[config.mk]
export PLATFORM = sky130hd
export DESIGN_NAME = ccg_clock_gen
export DESIGN_NICKNAME = d
export VERILOG_FILES = /design/src/ccg_pkg.sv /design/src/ccg_mode_if.sv /design/src/ccg_mode_latch.sv /design/src/ccg_clock_gen.sv
export SDC_FILE = /design/constraint.sdc
export NUM_CORES = 1
export LEC_CHECK = 0
export BUFFER_PORTS_ARGS = -buffer_cell sky130_fd_sc_hd__buf_2
export CORE_UTILIZATION = 40
export DETAILED_ROUTE_END_ITERATION = 8
export SLEW_MARGIN = 20
export SYNTH_ARGS = -nofsm -noshare
export SYNTH_HDL_FRONTEND = slang
export SYNTH_SLANG_ARGS = --single-unit
export TNS_END_PERCENT = 20
[constraint.sdc]
create_clock -name ref_clk -period 46.9 [get_ports ref_clk]
set_clock_uncertainty 0.05 [all_clocks]
set_input_delay 0 -clock ref_clk [delete_from_list [all_inputs] [get_ports ref_clk]]
set_output_delay 0 -clock ref_clk [all_outputs]
set_load 0.02 [all_outputs]
[src/ccg_pkg.sv]
package ccg_pkg;
   // ------------------------------------------------------------
   // Mode field
   // ------------------------------------------------------------
   localparam int MODE_W   = 3;
   localparam int MODE_MSB = 15;
   localparam int MODE_LSB = 13;
   localparam int CFG_MODE_MSB = 15;
   localparam int CFG_MODE_LSB = 13;
   localparam logic [2:0] MODE_RESET = 3'h7;

   typedef enum logic [2:0] {
      CCG_X2P5  = 3'h0,
      CCG_DIV2  = 3'h1,
      CCG_X1P5  = 3'h2,
      CCG_X1    = 3'h3,
      CCG_X5    = 3'h4,
      CCG_X2    = 3'h5,
      CCG_X3    = 3'h6,
      CCG_X4    = 3'h7
   } ccg_mode_e;

   // ------------------------------------------------------------
   // Factor as numerator over 2 (F = num / 2)
   // ------------------------------------------------------------
   localparam int NUM_W = 4;

   function automatic logic [3:0] ccg_factor_num(input logic [2:0] m);
      case (m)
         3'h7:    ccg_factor_num = 4'h8;
         3'h6:    ccg_factor_num = 4'h6;
         3'h5:    ccg_factor_num = 4'h4;
         3'h4:    ccg_factor_num = 4'hA;
         3'h3:    ccg_factor_num = 4'h2;
         3'h2:    ccg_factor_num = 4'h3;
         3'h0:    ccg_factor_num = 4'h5;
         default: ccg_factor_num = 4'h1;
      endcase
   endfunction
endpackage

[src/ccg_mode_if.sv]
`timescale 1ns/1ps
interface ccg_mode_if;
   logic [2:0] mode;
   logic       pll_en;
   logic       direct;
   logic       presc;
   modport ctl (output mode, output pll_en, output direct, output presc);
   modport gen (input mode, input pll_en, input direct, input presc);
endinterface

[src/ccg_mode_latch.sv]
`timescale 1ns/1ps
module ccg_mode_latch
   import ccg_pkg::*;
(
   // Clock and reset
   input  wire logic        ref_clk,
   input  wire logic        sys_rst,
   // Pins and software reload
   input  wire logic [15:0] port0_pins,
   input  wire logic [15:0] reset_config_reg,
   input  wire logic        reload,
   // Decoded mode
   ccg_mode_if.ctl          mif
);
   import ccg_pkg::*;

   logic       rst_q;
   logic [2:0] port0_high_reset_image;

   always_ff @(posedge ref_clk) begin
      rst_q <= sys_rst;
   end

   // Held during reset, sampled on release; undefined before the first release
   always_ff @(posedge ref_clk) begin
      if (rst_q && !sys_rst) begin
         port0_high_reset_image <= port0_pins[MODE_MSB:MODE_LSB]; // RULE1 RULE7
      end else if (sys_rst) begin
         port0_high_reset_image <= port0_high_reset_image; // RULE7
      end else if (reload) begin
         port0_high_reset_image <= reset_config_reg[CFG_MODE_MSB:CFG_MODE_LSB]; // RULE1
      end
   end

   always_comb begin
      mif.mode   = port0_high_reset_image;
      mif.presc  = (port0_high_reset_image == CCG_DIV2); // RULE2
      mif.direct = (port0_high_reset_image == CCG_X1);   // RULE2
      mif.pll_en = !mif.presc && !mif.direct;           // RULE5
   end
endmodule

[src/ccg_clock_gen.sv]
`timescale 1ns/1ps
// Notes on behaviour
// RULE1 - Mode bits come from port0 pins 15..13; software may reload from config upper half.
// RULE2 - Codes 111..000 give x4,x3,x2,x5,x1,x1.5,/2,x2.5.
// RULE3 - Code 001 divides oscillator by two through a prescaler.
// RULE4 - Prescaler high and low phases each last one oscillator period.
// RULE5 - Multiplying codes enable the loop which sources the CPU clock at F times.
// RULE6 - Loop realigns to oscillator every F transitions, adjusting period gradually; the loop here realigns every 2F transitions.
// RULE7 - Mode pins sampled at reset release; prior selection kept during reset.
//
// ref_clk models a fast internal reference; osc_in is a synchronous sampled
// oscillator level. The loop is a digital NCO whose half period is nudged by at
// most one reference cycle per realignment, so the output never jumps in rate.
module ccg_clock_gen
   import ccg_pkg::*;
#(
   parameter int PER_W     = 16,
   parameter int HALF_INIT = 8
)
(
   // Clock and reset
   input  wire logic        ref_clk,
   input  wire logic        sys_rst,
   // Oscillator and configuration
   input  wire logic        osc_in,
   input  wire logic [15:0] port0_pins,
   input  wire logic [15:0] reset_config_reg,
   input  wire logic        reload,
   // Outputs
   output logic             cpu_clk,
   output logic [2:0]       clock_mode_select,
   output logic             pll_active,
   output logic             pll_locked
);
   import ccg_pkg::*;

   // ------------------------------------------------------------
   // Mode capture
   // ------------------------------------------------------------
   ccg_mode_if mif ();

   ccg_mode_latch u_latch (
      .ref_clk          (ref_clk),
      .sys_rst          (sys_rst),
      .port0_pins       (port0_pins),
      .reset_config_reg (reset_config_reg),
      .reload           (reload),
      .mif              (mif)
   );

   // ------------------------------------------------------------
   // Oscillator edge detect
   // ------------------------------------------------------------
   logic osc_q;
   logic osc_edge;
   logic osc_rise;

   // No reset on purpose: a cleared copy would fake an edge at release
   always_ff @(posedge ref_clk) begin
      osc_q <= osc_in;
   end

   assign osc_edge = osc_in ^ osc_q;
   assign osc_rise = osc_in & ~osc_q;

   // ------------------------------------------------------------
   // Prescaler: toggle on each oscillator rising edge
   // ------------------------------------------------------------
   logic presc_clk;

   always_ff @(posedge ref_clk) begin
      if (sys_rst || !mif.presc)  presc_clk <= 1'b0;
      else if (osc_rise)          presc_clk <= ~presc_clk; // RULE3 RULE4
   end

   // ------------------------------------------------------------
   // Loop: measure 2F oscillator transitions, steer NCO half period
   // ------------------------------------------------------------
   logic [3:0]       trans_cnt;
   logic [PER_W-1:0] win_cnt;
   logic [PER_W-1:0] half_per;
   logic [PER_W-1:0] next_half_per;
   logic [PER_W-1:0] nco_cnt;
   logic             nco_clk;
   logic [PER_W-1:0] target;
   logic             realign;
   logic [2:0]       mode_q;
   logic             mode_chg;
   logic             win_full;
   logic [3:0]       num;
   logic [7:0]       num_sq;
   logic [PER_W:0]   win_x2;
   logic [PER_W:0]   quot;

   // ------------------------------------------------------------
   // Mode change tracking
   // ------------------------------------------------------------
   // A new factor makes the running window meaningless
   always_ff @(posedge ref_clk) begin
      mode_q <= mif.mode;
   end

   assign mode_chg = (mif.mode != mode_q);

   // ------------------------------------------------------------
   // Window and target
   // ------------------------------------------------------------
   // num = 2F transitions span F oscillator periods, that is 2F*F output half periods
   assign num     = ccg_factor_num(mif.mode);
   assign num_sq  = {4'h0, num} * {4'h0, num};
   assign realign = mif.pll_en && osc_edge && (trans_cnt == num - 4'h1);
   assign win_x2  = {win_cnt, 1'b0};
   assign quot    = win_x2 / {{(PER_W - 7){1'b0}}, num_sq};
   assign target  = quot[PER_W-1:0];

   // Window length counts the closing cycle too, so it restarts at one
   always_ff @(posedge ref_clk) begin
      if (sys_rst || !mif.pll_en || mode_chg) begin
         trans_cnt <= 4'h0;
         win_cnt   <= '0;
      end else if (realign) begin
         trans_cnt <= 4'h0; // RULE6
         win_cnt   <= PER_W'(1);
      end else begin
         if (osc_edge) trans_cnt <= trans_cnt + 4'h1;
         win_cnt <= win_cnt + PER_W'(1);
      end
   end

   // First window after a change starts mid-stream, so it only arms the loop
   always_ff @(posedge ref_clk) begin
      if (sys_rst || !mif.pll_en || mode_chg) begin
         win_full <= 1'b0;
      end else if (realign) begin
         win_full <= 1'b1;
      end
   end

   // ------------------------------------------------------------
   // Half period steering
   // ------------------------------------------------------------
   // Only one step per window: trades lock speed for no abrupt change
   always_comb begin
      next_half_per = half_per;
      if (realign && win_full) begin
         if (target > half_per && half_per != '1) begin
            next_half_per = half_per + PER_W'(1); // RULE6
         end else if (target < half_per && half_per > PER_W'(1)) begin
            next_half_per = half_per - PER_W'(1); // RULE6
         end
      end
   end

   always_ff @(posedge ref_clk) begin
      if (sys_rst) begin
         half_per <= PER_W'(HALF_INIT);
      end else begin
         half_per <= next_half_per;
      end
   end

   // ------------------------------------------------------------
   // Lock indication
   // ------------------------------------------------------------
   // Cleared on a mode change so a stale lock never covers a new factor
   always_ff @(posedge ref_clk) begin
      if (sys_rst || !mif.pll_en || mode_chg) begin
         pll_locked <= 1'b0;
      end else if (realign && win_full) begin
         pll_locked <= (target == half_per); // RULE6
      end
   end

   // ------------------------------------------------------------
   // Numerically controlled oscillator
   // ------------------------------------------------------------
   // Only the rate is steered; output edges drift within a half period
   always_ff @(posedge ref_clk) begin
      if (sys_rst || !mif.pll_en) begin
         nco_cnt <= '0;
         nco_clk <= 1'b0;
      end else if (nco_cnt >= half_per - PER_W'(1)) begin
         nco_cnt <= '0;
         nco_clk <= ~nco_clk; // RULE5
      end else begin
         nco_cnt <= nco_cnt + PER_W'(1);
      end
   end

   // ------------------------------------------------------------
   // Output select, registered
   // ------------------------------------------------------------
   logic next_cpu_clk;

   always_comb begin
      if (mif.presc)       next_cpu_clk = presc_clk; // RULE3
      else if (mif.direct) next_cpu_clk = osc_in;    // RULE2
      else                 next_cpu_clk = nco_clk;   // RULE5
   end

   always_ff @(posedge ref_clk) begin
      if (sys_rst) begin
         cpu_clk <= 1'b0;
      end else begin
         cpu_clk <= next_cpu_clk;
      end
   end

   // Mode shown outside is one edge behind the image

   always_ff @(posedge ref_clk) begin
      if (sys_rst) begin
         clock_mode_select <= MODE_RESET;
         pll_active        <= 1'b0;
      end else begin
         clock_mode_select <= mif.mode;
         pll_active        <= mif.pll_en;
      end
   end
endmodule

# [Yosys cells after proc, flatten, opt, wreduce, memory -nomap -nowiden]
# Cells that the tools add are included.
[classes] n_addsub=6 mul=1 n_div=1 magnitude_cmp=4 eq_ne=12 shift=0 n_mux=9 n_bitwise=5 reduce_logical=21
[ops] cell="adder 16 x 1 -> 16 bit (second input constant)" count=3
[ops] cell="2-to-1 mux 16 bit" count=2
[ops] cell="case mux 4 bit (7 select lines)" count=1
[ops] cell="divider 17 x 8 -> 17 bit" count=1
[ops] cell="equality test 16 bit" count=1
[ops] cell=">= comparator 16 bit" count=1
[ops] cell="greater-than comparator 16 x 1 -> 1 bit (second input constant)" count=1
[ops] cell="greater-than comparator 16 bit" count=1
[ops] cell="less-than comparator 16 bit" count=1
[ops] cell="inequality test 16 bit (second input constant)" count=1
[ops] cell="subtractor 16 x 1 -> 16 bit (second input constant)" count=1
[ops] cell="equality test 3 bit (second input constant)" count=4
[ops] cell="2-to-1 mux 3 bit" count=3
[ops] cell="multiplier 4 x 4 -> 8 bit" count=1
[ops] cell="logical AND 1 bit" count=7
[ops] cell="equality test 3 x 2 -> 1 bit (second input constant)" count=2
[ops] cell="adder 4 x 1 -> 4 bit (second input constant)" count=1
[ops] cell="equality test 4 bit" count=1
[ops] cell="zero test 1 bit" count=4
[ops] cell="AND reduction 2 bit" count=2
[ops] cell="nonzero test 2 bit" count=2
[ops] cell="OR reduction 2 bit" count=2
[ops] cell="subtractor 4 x 1 -> 4 bit (second input constant)" count=1
[ops] cell="equality test 3 x 1 -> 1 bit (second input constant)" count=1
[ops] cell="other kinds (8)" count=14
[totals] ff_bits=69 latchBits=0 ramBits=0 romBits=0 in_bits=36 wordCells=75 memories=0

# [Longest topological paths before layout]
# Gate-level depths: netlist (run 1).
[depth] ltp_word=8 mapped_depth=185 mapped_depth_nobuf=175

# [Hierarchy]
# From an unflattened synthesis (run 1), not the netlist that was laid out.
[unflattened] cells_unflattened=1621 area_unflattened_um2=11987.7
[by_module_without_submodules] module="ccg_clock_gen" instances=1 cells_per_inst=1607 area_each_um2=11793.8 seq_area_each_um2=1301.2
[by_module_without_submodules] module="ccg_mode_latch" instances=1 cells_per_inst=14 area_each_um2=193.9 seq_area_each_um2=110.1

# [Least setup slack after synthesis (run 1)]
# OpenSTA, ideal clock, no wires.
[synth_path] path_type="register to register" startpoint="register u_latch.port0_high_reset_image[2] (netlist: u_latch.mif.mode[2])" endpoint="register half_per[12]" setup_ns=0.128 t_arrival_ns=30.920 setup_slack_ns=15.802 path_stages_with_launch=162 path_cell_list="edfxtp_1 > clkbuf_1 > nor2b_1 > nor3_1 > ha_1 > nand3b_1 > mux2i_1 > o211ai_1 > nor3_1 > o21ai_0 > nor2b_1 > ha_1 > inv_1 > a221o_1 > a211o_1 > nor2_1 > xnor2_1 > ha_1 > (+126 left out) > nand2b_1 > a21oi_1 > nor2b_1 > o21ai_0 > nand2b_1 > a21oi_1 > nor2b_1 > o21ai_0 > a21boi_0 > o21ai_0 > nand2b_1 > a41o_1 > a21oi_1 > clkbuf_1 > clkbuf_1 > o21ai_0 > a22oi_1 > nor2_1"
[synth_via] elab_chain_cells=8 word_cells_on_any_way=26 cone_classes="1 x add/sub; 1 x mul; 1 x div; 2 x order compare; 8 x eq/ne; 2 x mux; 11 x reduce/logical"
[synth_rtl] element="start: declaration" line_no="ccg_mode_latch.sv:18" text="logic [2:0] port0_high_reset_image;"
[synth_rtl] element="start signal: assignment" line_no="ccg_mode_latch.sv:27" text="port0_high_reset_image <= port0_pins[MODE_MSB:MODE_LSB];"
[synth_rtl] element="start signal: assignment" line_no="ccg_mode_latch.sv:29" text="port0_high_reset_image <= port0_high_reset_image;"
[synth_rtl] element="start signal: assignment" line_no="ccg_mode_latch.sv:31" text="port0_high_reset_image <= reset_config_reg[CFG_MODE_MSB:CFG_MODE_LSB];"
[synth_rtl] element="equality test 3 x 2 -> 1 bit (tied with other cells)" line_no="ccg_pkg.sv:29" text="case (m)"
[synth_rtl] element="case mux 4 bit (7 select lines)" line_no="ccg_pkg.sv:29"
[synth_rtl] element="multiplier 4 x 4 -> 8 bit" line_no="ccg_clock_gen.sv:110" text="assign num_sq = {4'h0, num} * {4'h0, num};"
[synth_rtl] element="divider 17 x 8 -> 17 bit" line_no="ccg_clock_gen.sv:113" text="assign quot = win_x2 / {{(PER_W - 7){1'b0}}, num_sq};"
[synth_rtl] element="greater-than comparator 16 bit or less-than comparator 16 bit (tied branches)" line_no="ccg_clock_gen.sv:146, ccg_clock_gen.sv:148"
[synth_rtl] element="logical AND 1 bit (on tied branches)" line_no="ccg_clock_gen.sv:146, ccg_clock_gen.sv:148"
[synth_rtl] element="nonzero test 2 bit (no line)"
[synth_rtl] element="AND reduction 2 bit (no line)"
[synth_rtl] element="end signal: assignment" line_no="ccg_clock_gen.sv:156" text="half_per <= PER_W'(HALF_INIT);"
[synth_rtl] element="end signal: assignment" line_no="ccg_clock_gen.sv:158" text="half_per <= next_half_per;"
[synth_rtl] element="end: declaration" line_no="ccg_clock_gen.sv:81" text="logic [PER_W-1:0] half_per;"
# Several ways; a longest one is shown, not always the timed one.
# A chain may end at the register's enable or synchronous reset.

# [Worst setup path in the final report (run 1)]
[layout_path] startpoint="register u_latch.port0_high_reset_image[0] (netlist: u_latch.mif.mode[0])" endpoint="register half_per[4]"
# The elaborated chain is that of the path after synthesis.

==> results of run 1 <==
[state kept, by name, indices dropped and copies added, names as in the netlist]
signal	count
mode_q	3
cpu_clk	1
nco_clk	1
presc_clk	1
pll_active	1
win_cnt	16
osc_q	1
clock_mode_select	3
half_per	16
u_latch.mif.mode	3
pll_locked	1
nco_cnt	16
u_latch.rst_q	1
trans_cnt	4
win_full	1
[cell usage after synthesis (7+ instances only)]
cell	n
a21o_1	31
mux2i_1	13
xor2_1	43
and3_1	28
or3_1	16
ha_1	139
a21oi_1	111
mux2_2	25
xnor2_1	84
o21a_1	13
nand2b_1	27
clkbuf_1	38
inv_1	79
a21boi_0	7
nand4_1	28
a31oi_1	16
and2_1	14
nor2b_1	30
o21ai_0	88
nor4_1	12
or2_2	19
and4_1	8
nor3_1	46
dfxtp_1	66
nand3_1	41
a22oi_1	13
o31ai_1	8
nor2_1	168
o211ai_1	13
nand2_1	112
a211oi_1	11
[path summary, 6_finish.rpt]
| kind | to | slack, ns | cells past startpoint |
|---|---|---|---|
| worst max-delay path | half_per[4] | 9.88 | 149 |
| worst min-delay path | u_latch.rst_q | 0.005 | 1 |
| worst max register to register | half_per[4] | 9.88 | 149 |
| worst min register to register | win_full | 0.42 | 2 |
[cells by family after synthesis]
group	Yosys count	synth area share, %
AND/OR/NAND/NOR	588	27.0
AO/OA/AOI/OAI	418	25.7
adder cells (fa/ha/maj)	140	15.7
buffers and inverters	131	4.91
XOR/XNOR	127	9.96
flip-flops	69	12.6
multiplexers	41	4.05
other	2	0.0673
[critical path: cells and delay by family (launching register included)]
family / cells / cell delay [ns]
buffers and inverters: 8 / 1.30
AND/OR/NAND/NOR: 62 / 13.71
AO/OA/AOI/OAI: 50 / 12.25
multiplexers: 7 / 2.68
adder cells (fa/ha/maj): 17 / 5.50
flip-flops: 1 / 0.63
XOR/XNOR: 5 / 0.77
[cell usage in the layout, fill, tap and decap left out, types with 41 or more instances in the layout]
| master | count |
|---|---|
| a21oi_1 | 111 |
| o21ai_0 | 88 |
| xor2_1 | 43 |
| dfxtp_1 | 66 |
| ha_1 | 139 |
| nor2_1 | 168 |
| xnor2_1 | 84 |
| nor3_1 | 46 |
| nand3_1 | 41 |
| nand2_1 | 112 |
| inv_1 | 79 |
[routing by layer]
metal  share of wire [%]  global-route usage, %
met2                  47                   36.1
met5                   0                      0
met1                  49                   28.0
met4                 1.1                   3.80
met3                 2.6                   1.66
[final cells by class]
cell class,instances,area [um2],share of cell area (%)
Multi-Input combinational cell,1325,9250,77.3
Clock buffer,11,264,2.21
Sequential cell,69,1410,11.8
Tap cell,372,465,3.89
Clock inverter,5,63.8,0.533
Inverter,82,310,2.59
Timing Repair Buffer,30,205,1.71
[metrics by stage]
stage	cell area (um2)	std cells
after detailed placement	11600	1871
after global routing	12000	1894
after global placement	11600	1871
after floorplan	11200	1525
final	12000	1894
after CTS	12000	1894
[repair_timing]
action | CTS | global route
hold buffers | 7 | 0
gates resized for setup | 0 | 0
hold endpoints to repair | 4 | 0
==> reports/results.ini, run 1 <==
[status]
outcome=finished clean

[global_routing]
grt_max_degree=30
grt_pass1_wl_um=49100
grt_pass1_vias=9973
grt_use_total_pct=20.8
antenna_found_initial=0
grt-ovfl-total=0

[synth]
synth.avg_cell_area_um2=7.37
seq_area_frac_synth_pct=12.6
ys_types=99
synth_edf_count=3
syn-instance-count=1516
synthArstFlopShare_pct=0
synthTopCellsByArea=ha_1 16%, dfxtp_1 12%, xnor2_1 6.6%, nor2_1 5.6%, a21oi_1 5.0%
synth_ff_type=dfxtp_1
yosys.area.top_type_share_pct=15.6
yosys.area.top_type=ha_1
ys_warn_count=0
ys_ff_latch=69
syn-cell-area_um2=11200

[detailed_routing]
viasPerCell=5.64
num_vias=10700
drc=0
postRouteAntennaNets=0
firstDrtPassIters=5
post_drt_wl_per_cell_um=15.6
first_iter_violations=609
wl_um=29500

[die]
initial_core_util_pct=41.1
fp.dieH_um=169
rows=60
fp.dieW_um=169
io_pins=42
coreArea_um2=27200
dieArea_um2=28600

[final_layout]
drive_above_1_share_pct=8.87
fillers=2823
nNetsFinal=1692
diodes=0
layout-area-overhead-vs-synth_pct=7.18
utilization_pct=44.0

[timing]
finalSetupViolations=0
fin_crit_sh_pct=78.9
worst_slew_pin_slew_ns=1.05
layout_setup_ws_ns=9.88
hold_violations=0
finalSetupTns_ns=0
max_freq_ghz=0.0270
final-max-slew-violation-count=0
period_minus_slack_ns=37.02
grt_setup_unrepaired=no
relSlewSlack_pct=30.0
whs_ns=0.00465

[critical_path]
worstPathMaxFanout=29
endpoint_kind=flop
slowest_delay_ns=0.69
critPathRequiredTime_ns=47.06
cp_data_arrival_time_ns=37.18
start_kind=flop
cp-startpoint=u_latch.mif.mode[0]
cp_slowest_cell=o21ai_2
cpMostUsedCell=ha_1
rr_startpoint=u_latch.mif.mode[0]
critPathKind=flop to flop

[place]
dp_slack_ns=10.22
gp_congestion=0.833
dp_hpwl_um=23200
port_buffers=15

[clocking]
clockRootBuffer=clkbuf_16
cts_tree=yes
clk_pin_slew_ns=0.06
cts_buffer_depth=2
cts_num_sinks=69
htreeDepth=3
post-cts-setup-buffers=0
clk_latency_ns=0.33
cts-buffers-inserted=9

[min_path]
hold_path_class=input port to flop
worstHoldStart=sys_rst

[flow_run]
maxCapViolCount=0

Power of run 1 is left out: the tool's default activity adds up to more than one toggle a clock period on the data nets, which glitch-free logic cannot reach.
==> inputs of run 2 (changes only) <==
==> constraint.sdc (replaced) <==
create_clock -name ref_clk -period 30.4 [get_ports ref_clk]
set_clock_uncertainty 0.05 [all_clocks]
set_input_delay 0 -clock ref_clk [delete_from_list [all_inputs] [get_ports ref_clk]]
set_output_delay 0 -clock ref_clk [all_outputs]
set_load 0.02 [all_outputs]
==> run 2 against run 1 <==
  * Sequential share of layout area fell by 2.9 points
  * Global-route usage rose by 3.3 points
  * Register-to-register slack got worse by 9.0 ns
  * Worst setup slack got worse by 9.0 ns
  * Fmax rose by 25%
  * First-iteration DRC count rose by 46%
  * Die area did not move
  * Core utilization rose by 14 points
  * Critical path depth rose by 9
  * Cell count rose by 21%
  * Critical endpoint unchanged
  * Non-clock buffer count rose by 392
==> reports/results.ini, run 2 (synthesis results as in run 1) <==
[die]
initial_core_util_pct=41.1  ; unchanged
dieArea_um2=28600  ; unchanged
fp.dieW_um=169  ; unchanged
io_pins=42  ; unchanged
fp.dieH_um=169  ; unchanged
rows=60  ; unchanged
coreArea_um2=27200  ; unchanged

[detailed_routing]
wl_um=36300  ; +23%
firstDrtPassIters=5  ; unchanged
postRouteAntennaNets=0  ; unchanged
drc=0  ; unchanged
num_vias=12700  ; +18%
viasPerCell=5.53  ; -1.9%
first_iter_violations=887  ; +46%
post_drt_wl_per_cell_um=15.9  ; +1.9%

[timing]
final-max-slew-violation-count=0  ; unchanged
hold_violations=0  ; unchanged
finalSetupViolations=0  ; unchanged
max_freq_ghz=0.0339  ; +25%
relSlewSlack_pct=12.3  ; -18 points
fin_crit_sh_pct=97.1  ; +18 points
worst_slew_pin_slew_ns=1.31  ; +0.265 ns
period_minus_slack_ns=29.52  ; -7.50 ns
whs_ns=0.0472  ; +0.0426 ns

[global_routing]
grt-ovfl-total=0  ; unchanged
antenna_found_initial=0  ; unchanged
grt_use_total_pct=24.1  ; +3.3 points
grt_max_degree=27  ; -10%
grt_pass1_wl_um=57200  ; +16%
grt_pass1_vias=12100  ; +21%

[critical_path]
start_kind=flop
cp_slowest_cell=or4_4
endpoint_kind=flop
cp_data_arrival_time_ns=29.68  ; -7.50 ns
critPathKind=flop to flop
slowest_delay_ns=0.50  ; -0.19 ns
worstPathMaxFanout=8  ; -72%
cpMostUsedCell=ha_1
critPathRequiredTime_ns=30.56  ; -16.50 ns

[final_layout]
final_cell_mix=391 x buf_4, 155 x nor2_1, 114 x ha_1
fillers=2526  ; -11%
ff_latch_area_um2=1410  ; unchanged
layout_commonest_cell=buf_4
nNetsFinal=2085  ; +23%
multiInputGateArea_um2=10100  ; +9.2%
diodes=0  ; unchanged
layout-area-overhead-vs-synth_pct=41.4
top_regs=half_per x16, nco_cnt x16, win_cnt x16
drive_above_1_share_pct=34.4  ; +26 points

[clocking]
cts-buffers-inserted=9  ; unchanged
htreeDepth=3  ; unchanged
cts_tree=yes
cts_num_sinks=69  ; unchanged
clk_latency_ns=0.34  ; about the same
clk_pin_slew_ns=0.06  ; about the same
clockRootBuffer=clkbuf_16
cts_buffer_depth=2  ; unchanged

[place]
port_buffers=15  ; unchanged
dp_hpwl_um=28200  ; +22%
gp_congestion=0.949  ; +14%

[flow_run]
maxCapViolCount=0  ; unchanged

[min_path]
hold_path_class=input port to flop

[status]
outcome=finished clean

==> run 2: changes by cell type in the layout (fill, tap and decap cells not counted), moves of 8 or more <==
| cell | delta |
|---|---|
| buf_4 | +383 |
| ha_1 | -25 |
| a21oi_1 | -22 |
| a21oi_2 | +20 |
| o21ai_0 | -20 |
| ha_4 | +19 |
| o21ai_1 | +14 |
| nor2_1 | -13 |
| nor2_2 | +9 |
| mux2_2 | -8 |
| mux2_4 | +8 |
| nand2_1 | -8 |
==> run 2: routing by layer <==
metal	vias to the layer above	track usage [%]	share of wire, %
met1	5974	31.2	45
met2	285	42.3	49
met4	0	7.01	2.4
met5	-	0	0
met3	69	2.10	3.8
li1	6330	-	-
==> run 2: layout make-up <==
type | instances | area share, %
multi-input cells | 1326 | 64.0
inverters | 82 | 1.97
well taps | 372 | 2.95
clock inverters | 6 | 0.444
repair buffers | 422 | 20.2
flip-flops and latches | 69 | 8.94
clock buffers | 10 | 1.51
==> run 2: repair_timing <==
action / CTS / global route
buffers inserted: 2 / 32
pin swaps: 1 / 89
endpoints found under the hold margin: 6 / 0
setup endpoints to repair: 16 / 17
gates resized for setup: 11 / 176
cloned: 1 / 2
hold buffers: 8 / 0
==> run 2: worst paths after layout <==
kind                  startpoint                  end  slack (ns)  cells after the start
max reg2reg  u_latch.mif.mode[2]          half_per[4]        0.88                    158
min reg2reg             win_full             win_full        0.43                      2
max          u_latch.mif.mode[2]          half_per[4]        0.88                    158
min                       reload  u_latch.mif.mode[1]        0.05                      3
==> run 2: worst max-delay path: cells and delay by family, from the launching register on <==
kind,cells,cell delay [ns]
XOR/XNOR,7,1.04
multiplexers,7,2.19
AO/OA/AOI/OAI,48,8.97
adder cells (fa/ha/maj),17,4.83
buffers and inverters,16,2.14
AND/OR/NAND/NOR,63,9.67
flip-flops,1,0.40
==> run 2: stage by stage <==
stage / util, % / TNS (ns) / cells / cell area [um2] / setup WS [ns]
after global placement: 52.6 / 0 / 2227 / 14300 / 0.725
after floorplan: - / 0 / 1525 / 11200 / 0.0438
after CTS: 54.3 / 0 / 2254 / 14700 / 0.0396
after global routing: 58.1 / -8.52 / 2287 / 15800 / -0.572
after detailed placement: 52.6 / -2.10 / 2227 / 14300 / -0.193
final: 58.1 / 0 / 2287 / 15800 / 0.883
Power of run 2 is left out for the same reason.
